**src/nvm_cmd_defines.svh**
```systemverilog
// Offsets, field positions, reset values and command codes of the command/status logic.
// Included by the design and the testbench; definitions only.
`ifndef NVM_CMD_DEFINES_SVH
`define NVM_CMD_DEFINES_SVH
`define NVM_ADDR_STATUS 8'h00
`define NVM_ADDR_COMMAND 8'h01
`define NVM_ADDR_CLKDIV 8'h02
`define NVM_ADDR_PROT 8'h03
`define NVM_ADDR_IRQ_STATUS 8'h04
`define NVM_ADDR_IRQ_ENABLE 8'h05
`define NVM_ADDR_IRQ_CLEAR 8'h06
`define NVM_BIT_CBEF 7
`define NVM_BIT_CCF 6
`define NVM_BIT_PVIOL 5
`define NVM_BIT_ACCERR 4
`define NVM_BIT_BLANK 2
`define NVM_CMD_BLANK 8'h05
`define NVM_CMD_BYTE_PROG 8'h20
`define NVM_CMD_BURST_PROG 8'h25
`define NVM_CMD_SECT_ERASE 8'h40
`define NVM_CMD_MASS_ERASE 8'h41
`define NVM_CMD_ERASE_ABORT 8'h47
`define NVM_RST_COMMAND 8'h00
`define NVM_RST_PROT 8'hFF
`define NVM_RST_CLKDIV 8'h00
`define NVM_IRQ_W 3
`endif

```
**src/nvm_cmd_pkg.sv**
```systemverilog
// Types shared by the command/status logic.
// Assumes nvm_cmd_defines.svh holds the numbers.
package nvm_cmd_pkg;
   typedef struct packed {
      logic [7:0] addr;
      logic [7:0] wdata;
      logic wr;
      logic rd;
   } reg_req_t;
   typedef struct packed {
      logic launch;
      logic [7:0] cmd;
      logic burst;
   } array_req_t;
   typedef struct packed {
      logic done;
      logic prot_hit;
      logic blank_ok;
   } array_rsp_t;
   typedef enum logic [1:0] {
      ST_IDLE = 2'b00,
      ST_BUSY = 2'b01
   } eng_state_t;
endpackage

```
**src/nvm_command_status_logic.sv**
```systemverilog
// Command launch and status flags of the flash/EEPROM controller.
// Assumes the array engine pulses done once per started command, same clock.
`timescale 1ns/1ps
`include "nvm_cmd_defines.svh"
module nvm_command_status_logic
   import nvm_cmd_pkg::*;
(
   input wire logic clk_sys,
   input wire logic nrst,
   input wire reg_req_t reg_req,
   output logic [7:0] reg_rdata,
   input wire logic stop_entry,
   input wire logic seq_error,
   input wire logic prot_hit,
   input wire array_rsp_t array_rsp,
   output array_req_t array_req,
   output logic [7:0] prot_value,
   output logic irq
);
   logic cbef_ff, nxt_cbef;
   logic ccf_ff, nxt_ccf;
   logic pviol_ff, nxt_pviol;
   logic accerr_ff, nxt_accerr;
   logic blank_ff, nxt_blank;
   logic [7:0] cmd_ff, nxt_cmd;
   logic [7:0] clkdiv_ff, nxt_clkdiv;
   logic div_set_ff, nxt_div_set;
   logic [7:0] prot_ff, nxt_prot;
   eng_state_t state_ff, nxt_state;
   logic [7:0] run_cmd_ff, nxt_run_cmd;
   logic pend_ff, nxt_pend;
   logic [7:0] pend_cmd_ff, nxt_pend_cmd;
   array_req_t areq_ff, nxt_areq;
   logic [`NVM_IRQ_W-1:0] ist_ff, nxt_ist;
   logic [`NVM_IRQ_W-1:0] ien_ff, nxt_ien;
   logic irq_ff, nxt_irq;
   logic [7:0] rdata_ff, nxt_rdata;
   logic wr_stat, launch_try, legal, is_pe, rejected, accepted, busy;
   logic [`NVM_IRQ_W-1:0] ev;

   assign wr_stat = reg_req.wr && reg_req.addr == `NVM_ADDR_STATUS;
   // Writing zero to bit 7 is not a launch
   assign launch_try = wr_stat && reg_req.wdata[`NVM_BIT_CBEF] && cbef_ff;
   assign busy = state_ff == ST_BUSY;

   always_comb begin
      unique case (cmd_ff)
         `NVM_CMD_BLANK, `NVM_CMD_BYTE_PROG, `NVM_CMD_BURST_PROG: legal = 1'b1;
         `NVM_CMD_SECT_ERASE, `NVM_CMD_MASS_ERASE, `NVM_CMD_ERASE_ABORT: legal = 1'b1;
         default: legal = 1'b0;
      endcase
   end
   assign is_pe = cmd_ff != `NVM_CMD_BLANK && cmd_ff != `NVM_CMD_ERASE_ABORT;
   // Only a burst may queue behind a running burst
   assign rejected = !legal || seq_error || (is_pe && !div_set_ff) || (is_pe && prot_hit)
      || (busy && !(cmd_ff == `NVM_CMD_BURST_PROG && run_cmd_ff == `NVM_CMD_BURST_PROG));
   assign accepted = launch_try && !rejected;

   always_comb begin
      nxt_cbef = cbef_ff;
      nxt_ccf = ccf_ff;
      nxt_pviol = pviol_ff;
      nxt_accerr = accerr_ff;
      nxt_blank = blank_ff;
      nxt_cmd = cmd_ff;
      nxt_clkdiv = clkdiv_ff;
      nxt_div_set = div_set_ff;
      nxt_prot = prot_ff;
      nxt_state = state_ff;
      nxt_run_cmd = run_cmd_ff;
      nxt_pend = pend_ff;
      nxt_pend_cmd = pend_cmd_ff;
      nxt_areq = '0;
      ev = '0;
      if (reg_req.wr && reg_req.addr == `NVM_ADDR_COMMAND) begin
         nxt_cmd = reg_req.wdata;
      end
      if (reg_req.wr && reg_req.addr == `NVM_ADDR_CLKDIV) begin
         nxt_clkdiv = reg_req.wdata;
         nxt_div_set = 1'b1;
      end
      // Protected area grows as bits clear; refusing any bit set keeps it monotonic
      if (reg_req.wr && reg_req.addr == `NVM_ADDR_PROT && (reg_req.wdata & ~prot_ff) == 8'h00) begin
         nxt_prot = reg_req.wdata;
      end
      // Flag clears by write-one; hardware set below wins
      if (wr_stat && reg_req.wdata[`NVM_BIT_PVIOL]) begin
         nxt_pviol = 1'b0;
      end
      if (wr_stat && reg_req.wdata[`NVM_BIT_ACCERR]) begin
         nxt_accerr = 1'b0;
      end
      if (array_rsp.done && busy) begin
         if (run_cmd_ff == `NVM_CMD_BLANK && array_rsp.blank_ok) begin
            nxt_blank = 1'b1;
         end
         ev[0] = 1'b1;
         if (pend_ff) begin
            nxt_run_cmd = pend_cmd_ff;
            nxt_pend = 1'b0;
            nxt_cbef = 1'b1;
            nxt_areq.launch = 1'b1;
            nxt_areq.cmd = pend_cmd_ff;
            nxt_areq.burst = 1'b1;
         end else begin
            nxt_state = ST_IDLE;
         end
      end
      if (launch_try) begin
         nxt_cbef = 1'b0;
         if (!accepted) begin
            nxt_cbef = 1'b1;
            if (legal && !seq_error && is_pe && prot_hit && div_set_ff) begin
               nxt_pviol = 1'b1;
               ev[1] = 1'b1;
            end else begin
               nxt_accerr = 1'b1;
               ev[2] = 1'b1;
            end
         end else if (busy && !(array_rsp.done && !pend_ff)) begin
            // Burst waits in the one-deep buffer; buffer-empty stays low until it moves
            nxt_pend = 1'b1;
            nxt_pend_cmd = cmd_ff;
            nxt_blank = 1'b0;
            nxt_ccf = 1'b0;
         end else begin
            nxt_state = ST_BUSY;
            nxt_run_cmd = cmd_ff;
            nxt_cbef = 1'b1;
            nxt_ccf = 1'b0;
            nxt_blank = 1'b0;
            nxt_areq.launch = 1'b1;
            nxt_areq.cmd = cmd_ff;
            nxt_areq.burst = cmd_ff == `NVM_CMD_BURST_PROG;
         end
      end
      if (stop_entry && busy) begin
         nxt_accerr = 1'b1;
         ev[2] = 1'b1;
      end
      if (nxt_state == ST_IDLE && !nxt_pend && nxt_cbef && !nxt_areq.launch) begin
         nxt_ccf = 1'b1;
      end else begin
         nxt_ccf = 1'b0;
      end
   end

   always_comb begin
      nxt_ien = ien_ff;
      nxt_ist = ist_ff;
      if (reg_req.wr && reg_req.addr == `NVM_ADDR_IRQ_ENABLE) begin
         nxt_ien = reg_req.wdata[`NVM_IRQ_W-1:0];
      end
      if (reg_req.wr && reg_req.addr == `NVM_ADDR_IRQ_CLEAR) begin
         nxt_ist = ist_ff & ~reg_req.wdata[`NVM_IRQ_W-1:0];
      end
      nxt_ist = nxt_ist | ev;
      nxt_irq = |(nxt_ist & nxt_ien);
   end

   always_comb begin
      nxt_rdata = 8'h00;
      if (reg_req.rd) begin
         unique case (reg_req.addr)
            `NVM_ADDR_STATUS: begin
               nxt_rdata[`NVM_BIT_CBEF] = cbef_ff;
               nxt_rdata[`NVM_BIT_CCF] = ccf_ff;
               nxt_rdata[`NVM_BIT_PVIOL] = pviol_ff;
               nxt_rdata[`NVM_BIT_ACCERR] = accerr_ff;
               nxt_rdata[`NVM_BIT_BLANK] = blank_ff;
            end
            `NVM_ADDR_COMMAND: nxt_rdata = cmd_ff;
            `NVM_ADDR_CLKDIV: nxt_rdata = clkdiv_ff;
            `NVM_ADDR_PROT: nxt_rdata = prot_ff;
            `NVM_ADDR_IRQ_STATUS: nxt_rdata = {5'h00, ist_ff};
            `NVM_ADDR_IRQ_ENABLE: nxt_rdata = {5'h00, ien_ff};
            default: nxt_rdata = 8'h00;
         endcase
      end
   end

   always_ff @(posedge clk_sys) begin
      if (!nrst) begin
         cbef_ff <= 1'b1;
         ccf_ff <= 1'b1;
         pviol_ff <= 1'b0;
         accerr_ff <= 1'b0;
         blank_ff <= 1'b0;
         cmd_ff <= `NVM_RST_COMMAND;
         clkdiv_ff <= `NVM_RST_CLKDIV;
         div_set_ff <= 1'b0;
         prot_ff <= `NVM_RST_PROT;
         state_ff <= ST_IDLE;
         run_cmd_ff <= 8'h00;
         pend_ff <= 1'b0;
         pend_cmd_ff <= 8'h00;
         areq_ff <= '0;
         ist_ff <= '0;
         ien_ff <= '0;
         irq_ff <= 1'b0;
         rdata_ff <= 8'h00;
      end else begin
         cbef_ff <= nxt_cbef;
         ccf_ff <= nxt_ccf;
         pviol_ff <= nxt_pviol;
         accerr_ff <= nxt_accerr;
         blank_ff <= nxt_blank;
         cmd_ff <= nxt_cmd;
         clkdiv_ff <= nxt_clkdiv;
         div_set_ff <= nxt_div_set;
         prot_ff <= nxt_prot;
         state_ff <= nxt_state;
         run_cmd_ff <= nxt_run_cmd;
         pend_ff <= nxt_pend;
         pend_cmd_ff <= nxt_pend_cmd;
         areq_ff <= nxt_areq;
         ist_ff <= nxt_ist;
         ien_ff <= nxt_ien;
         irq_ff <= nxt_irq;
         rdata_ff <= nxt_rdata;
      end
   end

   assign reg_rdata = rdata_ff;
   assign array_req = areq_ff;
   assign prot_value = prot_ff;
   assign irq = irq_ff;

   a_launch_clears_ccf: assert property (@(posedge clk_sys) disable iff (!nrst)
      accepted && !busy |=> !ccf_ff && array_req.launch)
      else $error("accepted launch did not start command");
   a_bad_code_err: assert property (@(posedge clk_sys) disable iff (!nrst)
      launch_try && !legal |=> accerr_ff && !array_req.launch)
      else $error("illegal code not flagged");
   a_pviol_set: assert property (@(posedge clk_sys) disable iff (!nrst)
      launch_try && legal && !seq_error && is_pe && prot_hit && div_set_ff |=> pviol_ff)
      else $error("protection violation missed");
   a_pviol_sticky: assert property (@(posedge clk_sys) disable iff (!nrst)
      pviol_ff && !(wr_stat && reg_req.wdata[`NVM_BIT_PVIOL]) |=> pviol_ff)
      else $error("violation flag dropped");
   a_accerr_stop: assert property (@(posedge clk_sys) disable iff (!nrst)
      stop_entry && busy |=> accerr_ff)
      else $error("stop during command not flagged");
   a_nodiv_err: assert property (@(posedge clk_sys) disable iff (!nrst)
      launch_try && legal && is_pe && !div_set_ff |=> accerr_ff && !array_req.launch)
      else $error("program before divider not flagged");
   a_ccf_idle: assert property (@(posedge clk_sys) disable iff (!nrst)
      ccf_ff |-> state_ff == ST_IDLE && cbef_ff && !pend_ff)
      else $error("complete set while busy");
   a_zero_no_launch: assert property (@(posedge clk_sys) disable iff (!nrst)
      wr_stat && !reg_req.wdata[`NVM_BIT_CBEF] && !busy |=> !array_req.launch)
      else $error("zero write launched");
   a_blank_done: assert property (@(posedge clk_sys) disable iff (!nrst)
      array_rsp.done && busy && run_cmd_ff == `NVM_CMD_BLANK && array_rsp.blank_ok
      && !launch_try |=> blank_ff)
      else $error("blank flag not set");
   a_prot_grow: assert property (@(posedge clk_sys) disable iff (!nrst)
      (prot_ff & ~$past(prot_ff)) == 8'h00)
      else $error("protection shrank");
   c_burst_queue: cover property (@(posedge clk_sys) disable iff (!nrst) nxt_pend && !pend_ff);
   c_blank_ok: cover property (@(posedge clk_sys) disable iff (!nrst) !blank_ff ##1 blank_ff);
   c_irq: cover property (@(posedge clk_sys) disable iff (!nrst) !irq_ff ##1 irq_ff);
   c_pviol_hit: cover property (@(posedge clk_sys) disable iff (!nrst) !pviol_ff ##1 pviol_ff);
   c_stop_err: cover property (@(posedge clk_sys) disable iff (!nrst) stop_entry && busy);

   a_reject_cbef_back: assert property (@(posedge clk_sys) disable iff (!nrst)
      launch_try && !accepted
      |=> cbef_ff && !array_req.launch)
      else $error("rejected launch left buffer flag low");

   a_zero_keeps_cbef: assert property (@(posedge clk_sys) disable iff (!nrst)
      wr_stat && !reg_req.wdata[`NVM_BIT_CBEF] && !array_rsp.done
      |=> cbef_ff == $past(cbef_ff))
      else $error("zero write changed buffer flag");

   a_queue_holds_cbef: assert property (@(posedge clk_sys) disable iff (!nrst)
      pend_ff
      |-> !cbef_ff)
      else $error("buffer flag high while buffer full");

   a_queue_moves: assert property (@(posedge clk_sys) disable iff (!nrst)
      array_rsp.done && busy && pend_ff
      |=> array_req.launch && array_req.burst && cbef_ff)
      else $error("queued burst did not move to array");

   a_queue_burst_only: assert property (@(posedge clk_sys) disable iff (!nrst)
      pend_ff
      |-> pend_cmd_ff == `NVM_CMD_BURST_PROG)
      else $error("non-burst command buffered");

   a_ccf_low_busy: assert property (@(posedge clk_sys) disable iff (!nrst)
      busy && !array_rsp.done
      |=> !ccf_ff)
      else $error("complete flag set while command runs");

   a_ccf_sets_idle: assert property (@(posedge clk_sys) disable iff (!nrst)
      !busy && !launch_try
      |=> ccf_ff)
      else $error("complete flag not set when idle");

   a_pviol_clear: assert property (@(posedge clk_sys) disable iff (!nrst)
      wr_stat && reg_req.wdata[`NVM_BIT_PVIOL] && !launch_try
      |=> !pviol_ff)
      else $error("violation flag not cleared by write one");

   a_accerr_clear: assert property (@(posedge clk_sys) disable iff (!nrst)
      wr_stat && reg_req.wdata[`NVM_BIT_ACCERR] && !launch_try && !(stop_entry && busy)
      |=> !accerr_ff)
      else $error("access error not cleared by write one");

   a_accerr_keep: assert property (@(posedge clk_sys) disable iff (!nrst)
      accerr_ff && !(wr_stat && reg_req.wdata[`NVM_BIT_ACCERR])
      |=> accerr_ff)
      else $error("access error dropped without write one");

   a_seq_err: assert property (@(posedge clk_sys) disable iff (!nrst)
      launch_try && seq_error
      |=> accerr_ff && !array_req.launch)
      else $error("broken sequence not flagged");

   a_pviol_ignored: assert property (@(posedge clk_sys) disable iff (!nrst)
      launch_try && prot_hit && is_pe
      |=> !array_req.launch)
      else $error("protected command reached array");

   a_blank_clear: assert property (@(posedge clk_sys) disable iff (!nrst)
      accepted
      |=> !blank_ff)
      else $error("blank flag kept over new command");

   a_blank_write_none: assert property (@(posedge clk_sys) disable iff (!nrst)
      wr_stat && !launch_try && !(array_rsp.done && busy)
      |=> blank_ff == $past(blank_ff))
      else $error("direct write changed blank flag");

   a_plain_codes_run: assert property (@(posedge clk_sys) disable iff (!nrst)
      launch_try && legal && !seq_error && !is_pe && !busy
      |=> array_req.launch && array_req.cmd == $past(cmd_ff))
      else $error("blank check or abort not started");

   a_pe_codes_run: assert property (@(posedge clk_sys) disable iff (!nrst)
      launch_try && legal && !seq_error && div_set_ff && !prot_hit && !busy
      |=> array_req.launch && array_req.cmd == $past(cmd_ff))
      else $error("legal program or erase not started");

   a_burst_mark: assert property (@(posedge clk_sys) disable iff (!nrst)
      array_req.launch
      |-> array_req.burst == (array_req.cmd == `NVM_CMD_BURST_PROG))
      else $error("burst mark wrong on launch");

   a_prot_refuse: assert property (@(posedge clk_sys) disable iff (!nrst)
      reg_req.wr && reg_req.addr == `NVM_ADDR_PROT && (reg_req.wdata & ~prot_ff) != 8'h00
      |=> prot_ff == $past(prot_ff))
      else $error("shrinking protection write taken");

   a_stop_idle: assert property (@(posedge clk_sys) disable iff (!nrst)
      stop_entry && !busy && !launch_try && !(wr_stat && reg_req.wdata[`NVM_BIT_ACCERR])
      |=> accerr_ff == $past(accerr_ff))
      else $error("stop while idle changed access error");
endmodule

```
**config.mk**
```make
export PLATFORM = sky130hd
export DESIGN_NAME = nvm_command_status_logic
export DESIGN_NICKNAME = d
export VERILOG_FILES = /design/src/nvm_cmd_pkg.sv /design/src/nvm_command_status_logic.sv
export VERILOG_INCLUDE_DIRS = /design/src
export SDC_FILE = /design/constraint.sdc
export NUM_CORES = 1
export LEC_CHECK = 0
export BUFFER_PORTS_ARGS = -buffer_cell sky130_fd_sc_hd__buf_2
export CORE_UTILIZATION = 52
export CTS_BUF_LIST = sky130_fd_sc_hd__clkbuf_4
export CTS_CLUSTER_SIZE = 25
export DETAILED_ROUTE_END_ITERATION = 7
export PLACE_DENSITY = 0.76
export SYNTH_ARGS = -nofsm -noshare
export SYNTH_HDL_FRONTEND = slang
export SYNTH_SLANG_ARGS = --single-unit
export TNS_END_PERCENT = 100
```
**constraint.sdc**
```tcl
create_clock -name clk_sys -period 2.2 [get_ports clk_sys]
set_clock_uncertainty 0.1 [all_clocks]
set_input_delay 0.11 -clock clk_sys [delete_from_list [all_inputs] [get_ports clk_sys]]
set_output_delay 0.11 -clock clk_sys [all_outputs]
set_load 0.1 [all_outputs]
```
==> impl_metrics.tcl, run 1 <==
set metrics [dict create \
    status "completed" \
    worst_pin_slew_ns 0.497 \
    finalCriticalPeriod_ns 2.15 \
    cts_root_buf "clkbuf_4" \
    dp_cells 477 \
    avgSynthCellArea_um2 9.30 \
    htree_levels 3 \
    worstSetupPathType "flop to flop" \
    critPathMaxStageDelay_ns 0.54 \
    antenna_left 0 \
    first_pass_iters 5 \
    r2r_slack_ns 0.05 \
    seq_area_frac_synth_pct 46.6 \
    rsz0062_at_grt "true" \
    async_flop_share_pct 0 \
    routed_wl_um 7780 \
    fp.dieH_um 80.2 \
    port_buffers 51 \
    cp-start-kind "flop" \
    power_density_nw_per_um2 566 \
    cts_tree "done" \
    slew_viol_final 0 \
    power.leakage_nw 1.73 \
    clock.fmax_mhz 464 \
    std_cell_rows 28 \
    crit_path_end_kind "flop" \
    drtIter0Drc 231 \
    cts.sink_count 74 \
    grt_pass1_wl_um 12600 \
    layout.cells.non_filler 508 \
    wire_per_inst_um 15.3 \
    power.total_mw 2.29 \
    irDropWorstVdd_mv 0.359 \
    ios 53 \
    routabilityCongestion 0.845 \
    crit_fanout 6 \
    drv_cap 0 \
    drc_errors 0 \
    grt_pass1_vias 2682 \
    die_w_um 80.2 \
    finalNetCount 455 \
    place_hpwl_um 5530 \
    ys_seq_elements 74 \
    clk_pin_slew_ns 0.11 \
    yosysUniqueCellTypes 54 \
    start_util_pct 53.7 \
    critPathBufInv 0 \
    relSlewSlack_pct 66.9 \
    vias 2842 \
    grt_max_degree 34 \
    synthCells 342 \
    cp_cell_sequence "or4b_4 -> nor4b_4 -> a41o_1 -> and3_4 -> a21oi_4 -> a31o_2" \
    grt-ovfl-total 0 \
    grt_use_total_pct 25.9 \
    ys.flop_type "dfxtp_1" \
    synth-edff-count 0 \
    fin_crit_sh_pct 97.9 \
    synth_nets 368 \
    layout-drive-gt1-share_pct 31.2 \
    clk_latency_ns 0.42 \
    crit_required_ns 2.41 \
    avgViaCountPerCell 5.59 \
    cts-buffers-inserted 9 \
    clockBufferDepth 2 \
    antenna_found_initial 0 \
    cpMaxStageDelayCell "or4b_4" \
    dieArea_um2 6430 \
    diodes 0 \
    yosysWarnings 0 \
    synthToLayoutAreaGrowth_pct 26.9 \
    coreArea_um2 5920 \
    syn_area_um2 3180 \
    hp-class "input port to flop" \
    path_delay_family "simple AND/OR/NAND/NOR gates" \
    finalHoldViolations 0 \
    arrival_ns 2.37 \
    setup_violations 0 \
]
[cell usage in the layout (no fill, tap or decap), types with 2 or more instances in the layout]
| master | netlist | routed |
|---|---|---|
| a21boi_0 | 5 | 5 |
| a21o_1 | 3 | 3 |
| a21oi_1 | 11 | 11 |
| a222oi_1 | 4 | 4 |
| a22o_1 | 4 | 4 |
| a31o_2 | 6 | 6 |
| a31oi_1 | 2 | 2 |
| and3_1 | 9 | 7 |
| and3_4 | 0 | 2 |
| buf_2 | 4 | 51 |
| buf_4 | 3 | 29 |
| clkbuf_4 | 0 | 10 |
| clkinv_1 | 0 | 2 |
| clkinv_2 | 0 | 2 |
| dfxtp_1 | 74 | 66 |
| dfxtp_2 | 0 | 4 |
| dfxtp_4 | 0 | 4 |
| dlygate4sd3_1 | 0 | 15 |
| inv_1 | 10 | 10 |
| mux2_2 | 7 | 7 |
| mux2i_1 | 22 | 22 |
| nand2_1 | 35 | 35 |
| nand2b_1 | 2 | 2 |
| nand3_1 | 13 | 13 |
| nand3b_1 | 2 | 2 |
| nand4_1 | 7 | 7 |
| nor2_1 | 24 | 24 |
| nor2b_1 | 26 | 26 |
| nor3_1 | 7 | 6 |
| o211ai_1 | 2 | 2 |
| o21a_1 | 4 | 4 |
| o21ai_0 | 12 | 7 |
| o21ai_1 | 0 | 3 |
| o21ai_2 | 0 | 2 |
| or4_1 | 2 | 2 |
| or4b_4 | 0 | 2 |
[where the power goes]
part,internal (mW),switching [mW]
Sequential,1.33,0.000641
Clock,0.343,0.453
Combinational,0.0725,0.0826
[layer usage]
metal  part of all wire, %  track usage [%]  vias up
met4                   1.3             8.21        0
li1                      -                -     1399
met3                   4.8             6.82       10
met1                    48             33.9     1353
met5                     0                0        -
met2                    46             41.6       80
[synthesized netlist by cell type, types with 9 or more instances]
cell type	number	share of area, %
nand2_1	35	4.1
inv_1	10	1.2
a21oi_1	11	1.7
dfxtp_1	74	47
nand3_1	13	2.0
o21ai_0	12	1.9
and3_1	9	1.8
clkbuf_1	13	1.5
mux2i_1	22	6.9
nor2b_1	26	5.1
nor2_1	24	2.8
[worst paths after layout]
path / startpoint / end / depth (start not counted)
setup / recovery: run_cmd_ff[4] / run_cmd_ff[2] / 6
hold / removal: reg_req[12] / reg_rdata[0] / 4
setup reg to reg: run_cmd_ff[4] / run_cmd_ff[2] / 6
hold reg to reg: pend_cmd_ff[7] / pend_cmd_ff[7] / 2
[metrics by stage]
step                      TNS [ns]  util, %  hold WS [ns]  setup WS (ns)  cell area, um^2
after CTS                        0     67.8        0.0105         0.0134             4010
final                            0     68.2        0.0320         0.0460             4040
after floorplan             -0.533        -         0.114        -0.0835             3220
after global placement      -0.708     62.4         0.240        -0.0898             3690
after detailed placement     -1.61     62.4         0.247         -0.159             3690
after global routing        -0.161     68.2        0.0143        -0.0287             4040
[registers in the layout, summed over array words and instances (netlist names), 3 cells and up]
| register | count |
|---|---|
| ist_ff | 3 |
| cmd_ff | 8 |
| clkdiv_ff | 8 |
| array_req | 10 |
| pend_cmd_ff | 8 |
| prot_value | 8 |
| ien_ff | 3 |
| reg_rdata | 8 |
| run_cmd_ff | 8 |
[kinds of logic after synthesis]
logic type	share of synthesized area, %
AO/OA/AOI/OAI	14.4
XOR/XNOR	0.275
buffers and inverters	4.05
flip-flops	46.6
multiplexers	10.1
AND/OR/NAND/NOR	24.6
[layout make-up]
cell class / count / area (um^2)
Clock inverter: 5 / 47.5
Fill cell: 496 / 1880
Sequential cell: 74 / 1500
Multi-Input combinational cell: 238 / 1650
Tap cell: 75 / 93.8
Inverter: 10 / 37.5
Timing Repair Buffer: 96 / 634
Clock buffer: 10 / 75.1
[what timing repair did]
action / CTS / global route
hold buffers: 15 / 0
gates resized for setup: 15 / 5
hold endpoints to repair: 27 / 0
setup endpoints to repair: 21 / 23
buffers inserted: 1 / 0
pin swaps: 6 / 5
[worst register-to-register path, delay by kind of cell (launching register included)]
kind             cells  cell delay (ns)
flip-flops           1             0.33
AND/OR/NAND/NOR      3             1.04
AO/OA/AOI/OAI        3             0.59
(Power assumes the default switching activity.)
==> run 2, diff against run 1 <==
PLACE_DENSITY = 0.84   (was 0.76)
==> impl_metrics.tcl, run 2 (same netlist as run 1, synthesis figures left out) <==
set metrics [dict create \
    status "completed" \
    finalHoldViolations 0 \
    clock.fmax_mhz 466 \
    htree_levels 3 \
    antenna_left 0 \
    start_util_pct 53.7 \
    slew_viol_final 0 \
    seqCellArea_um2 1500 \
    cts_tree "done" \
    final_common_cell "dfxtp_1" \
    irDropWorstVdd_mv 0.471 \
    arrival_ns 2.38 \
    r2r_slack_ns 0.06 \
    setup_violations 0 \
    synthToLayoutAreaGrowth_pct 30.5 \
    finalNetCount 457 \
    vias 2988 \
    port_buffers 51 \
    power.leakage_nw 1.78 \
    grt_use_total_pct 27.3 \
    drtIter0Drc 273 \
    hp-class "input port to flop" \
    crit_required_ns 2.44 \
    fp.dieH_um 80.2 \
    grt_pass1_wl_um 13200 \
    grt-ovfl-total 0 \
    routed_wl_um 8220 \
    cp_cell_sequence "or4b_4 -> nor4b_4 -> a41o_1 -> buf_6 -> nand2_1 -> and3_1 -> o21a_1" \
    fin_crit_sh_pct 97.4 \
    avgViaCountPerCell 5.85 \
    cp-start-kind "flop" \
    relSlewSlack_pct 56.2 \
    path_delay_family "simple AND/OR/NAND/NOR gates" \
    layout-drive-gt1-share_pct 32.1 \
    clk_latency_ns 0.44 \
    power_density_nw_per_um2 643 \
    drv_cap 0 \
    die_w_um 80.2 \
    wire_per_inst_um 16.1 \
    cts.sink_count 74 \
    fin_hold_ws_ns 0.0488 \
    worst_pin_slew_ns 0.656 \
    cts_root_buf "clkbuf_4" \
    crit_path_end_kind "flop" \
    rsz0062_at_grt "true" \
    finalCriticalPeriod_ns 2.14 \
    diodes 0 \
    crit_fanout 3 \
    drc_errors 0 \
    first_pass_iters 7 \
    worstSetupPathType "flop to flop" \
    place_hpwl_um 5690 \
    antenna_found_initial 0 \
    cts-buffers-inserted 9 \
    setup_ws_ns 0.0564 \
    clk_pin_slew_ns 0.12 \
    layout_common_cells "dfxtp_1 (66), buf_2 (51), nand2_1 (35)" \
    critPathMaxStageDelay_ns 0.54 \
    ios 53 \
    grt_pass1_vias 2817 \
    routabilityCongestion 0.887 \
    dieArea_um2 6430 \
    clockBufferDepth 2 \
    multi_input_area_um2 1660 \
    largest_register_ffs 10 \
    std_cell_rows 28 \
    place_ws_ns -0.144 \
    critPathBufInv 1 \
    cpMaxStageDelayCell "or4b_4" \
    grt_max_degree 40 \
    final.fill_count 420 \
    coreArea_um2 5920 \
]
[run 2: where the power goes]
| group | internal (mW) | switching (mW) | total, mW |
|---|---|---|---|
| combinational | 0.0731 | 0.0853 | 0.158 |
| clock | 0.697 | 0.477 | 1.17 |
| sequential | 1.33 | 0.000664 | 1.34 |
| total | 2.11 | 0.563 | 2.67 |
[run 2: worst paths after layout]
kind	from	cells past startpoint	endpoint
max	run_cmd_ff[4]	7	accerr_ff
min reg2reg	pend_cmd_ff[6]	2	pend_cmd_ff[6]
max reg2reg	run_cmd_ff[4]	7	accerr_ff
min	reg_req[1]	4	pviol_ff
[run 2: tightest hold or removal path: stages]
cell	delay (ns)
buf_2	0.16
nand2_4	0.08
o41a_2	0.12
o21a_1	0.09
[run 2: final cells by class]
cell class              count  share of cell area, %
repair buffers             98                   15.7
well taps                  75                   2.26
clock buffers              10                   1.81
clock inverters             6                   3.11
multi-input cells         238                   40.0
flip-flops and latches     74                   36.2
inverters                  10                  0.904
[run 2: metrics by stage]
stage	setup TNS, ns	utilization, %	power, mW	cell area, um^2	std cells
CTS	-0.0187	69.1	2.67	4090	510
global placement	-0.699	62.6	1.50	3710	479
detailed placement	-1.30	62.6	1.50	3710	479
global route	-0.163	70.1	2.74	4150	511
floorplan	-0.533	-	1.44	3220	342
finish	0	70.1	2.67	4150	511
[run 2: timing repair]
item,4_1_cts,5_1_grt
resized for setup,12,12
setup endpoints to repair,19,39
hold buffers,15,0
buffers inserted,0,1
hold endpoints to repair,34,0
pin swaps,7,9
[run 2: metal layers]
layer	vias up	global-route usage, %	wire length, um
li1	1407	-	-
met4	0	12.5	269
met5	-	0	0
met2	120	43.3	3800
met1	1432	35.0	3630
met3	29	6.25	512
==> run 3, diff against run 2 <==
ABC_AREA = 0   (was not set)
HOLD_SLACK_MARGIN = 0.15   (was not set)
==> impl_metrics.tcl, run 3 (same netlist as run 1, synthesis figures left out) <==
set metrics [dict create \
    crit_required_ns 2.44 \
    final_common_cell "dfxtp_1" \
    fin_hold_ws_ns 0.219 \
    hp-start "reg_req[16]" \
    first_pass_iters 5 \
    timing.rr.start "run_cmd_ff[6]" \
    crit_fanout 6 \
    violations "negative setup slack" \
    relSlewSlack_pct 58.1 \
    routabilityCongestion 0.887 \
    clock.fmax_mhz 445 \
    start_util_pct 53.7 \
    fp.dieH_um 80.2 \
    hold_end "accerr_ff" \
    drv_cap 0 \
    setup_ws_ns -0.0476 \
    htree_levels 3 \
    synthToLayoutAreaGrowth_pct 37.1 \
    power.total_mw 2.70 \
    layout-drive-gt1-share_pct 32.4 \
    fin_crit_sh_pct 102 \
    grt_pass1_wl_um 14400 \
    cts_tree "done" \
    routed_wl_um 9560 \
    r2r_cells 6 \
    finalNetCount 475 \
    die_w_um 80.2 \
    slew_viol_final 0 \
    grt_pass1_vias 2998 \
    rsz0062_at_grt "true" \
    final_area_um2 4360 \
    finalCriticalPeriod_ns 2.25 \
    r2r_end "run_cmd_ff[1]" \
    clockBufferDepth 2 \
    antenna_found_initial 0 \
    dp_cells 479 \
    cp-start-kind "flop" \
    diodes 0 \
    grt-ovfl-total 0 \
    post_dp_cell_area_um2 3710 \
    grt_max_degree 15 \
    cts_root_buf "clkbuf_4" \
    drtIter0Drc 313 \
    arrival_ns 2.49 \
    clk_latency_ns 0.44 \
    port_buffers 51 \
    power_density_nw_per_um2 620 \
    grt_use_total_pct 29.9 \
    setup_violations 7 \
    antenna_left 0 \
    vias 3223 \
    wire_per_inst_um 18.1 \
    r2r_slack_ns -0.05 \
    clk_pin_slew_ns 0.12 \
    largest_register_ffs 10 \
    avgViaCountPerCell 6.09 \
    layout_common_cells "dfxtp_1 (65), buf_2 (51), nand2_1 (34)" \
    worst_pin_slew_ns 0.627 \
    power.leakage_nw 1.88 \
    worstSetupPathType "flop to flop" \
    hp-class "input port to flop" \
    holdPathStages 6 \
    irDropWorstVdd_mv 0.518 \
    finalHoldViolations 0 \
    cts-buffers-inserted 9 \
    dieArea_um2 6430 \
    coreArea_um2 5920 \
    layout.cells.non_filler 529 \
    place_hpwl_um 5690 \
    place_ws_ns -0.144 \
    ios 53 \
    std_cell_rows 28 \
    crit_path_end_kind "flop" \
    cts.sink_count 74 \
    drc_errors 0 \
    status "finished with violations" \
]
-- run 3: routing by layer --
layer  part of all wire, %  GRT usage, %  vias up  wire (um)
met5                     0             0        -          0
met4                   4.2          15.2        0        399
met3                   8.3          6.48       48        791
met2                    47          48.5      205       4450
met1                    41          37.1     1532       3920
li1                      -             -     1438          -
-- run 3: where the power goes --
| group | leakage, nW | switching (mW) | internal (mW) |
|---|---|---|---|
| Clock | 0.108 | 0.489 | 0.697 |
| Combinational | 1.17 | 0.0953 | 0.0872 |
| Sequential | 0.595 | 0.000646 | 1.34 |
-- run 3: how the worst max path moves through the flow --
stage | start | endpoint | depth (start not counted)
3_3_place_gp | cmd_ff[1] | cbef_ff | 6
2_1_floorplan | prot_value[2] | prot_value[0] | 6
3_5_place_dp | cmd_ff[1] | cbef_ff | 6
5_1_grt | run_cmd_ff[6] | array_req[0] | 6
6_report | run_cmd_ff[6] | run_cmd_ff[1] | 6
4_1_cts | cmd_ff[1] | run_cmd_ff[5] | 6
-- run 3: area by class of cell --
cell class	instances	area [um^2]
multi-input combinational	238	1690
fill	382	1560
sequential	74	1500
timing repair buffer	116	835
clock inverter	6	129
tap	75	93.8
clock buffer	10	75.1
inverter	10	37.5
-- run 3: critical path: stages, from the launching register on --
cell     delay (ns)
dfxtp_2        0.34
or4b_4         0.54
nor4b_4        0.32
a41o_1         0.25
and3_4         0.26
a21oi_4        0.10
a31o_2         0.24
-- run 3: timing repair --
action                     in CTS  in global routing
gates resized for setup        12                 23
setup endpoints to repair      19                 40
hold endpoints to repair       48                  0
setup buffers                   0                  3
hold buffers                   31                  0
pin swaps                       7                 22
-- run 3: through the flow --
step | utilization [%] | TNS (ns)
2_1_floorplan | - | -0.533
3_3_place_gp | 62.6 | -0.699
3_5_place_dp | 62.6 | -1.30
4_1_cts | 71.8 | -0.0179
5_1_grt | 73.6 | -1.03
6_report | 73.6 | -0.251
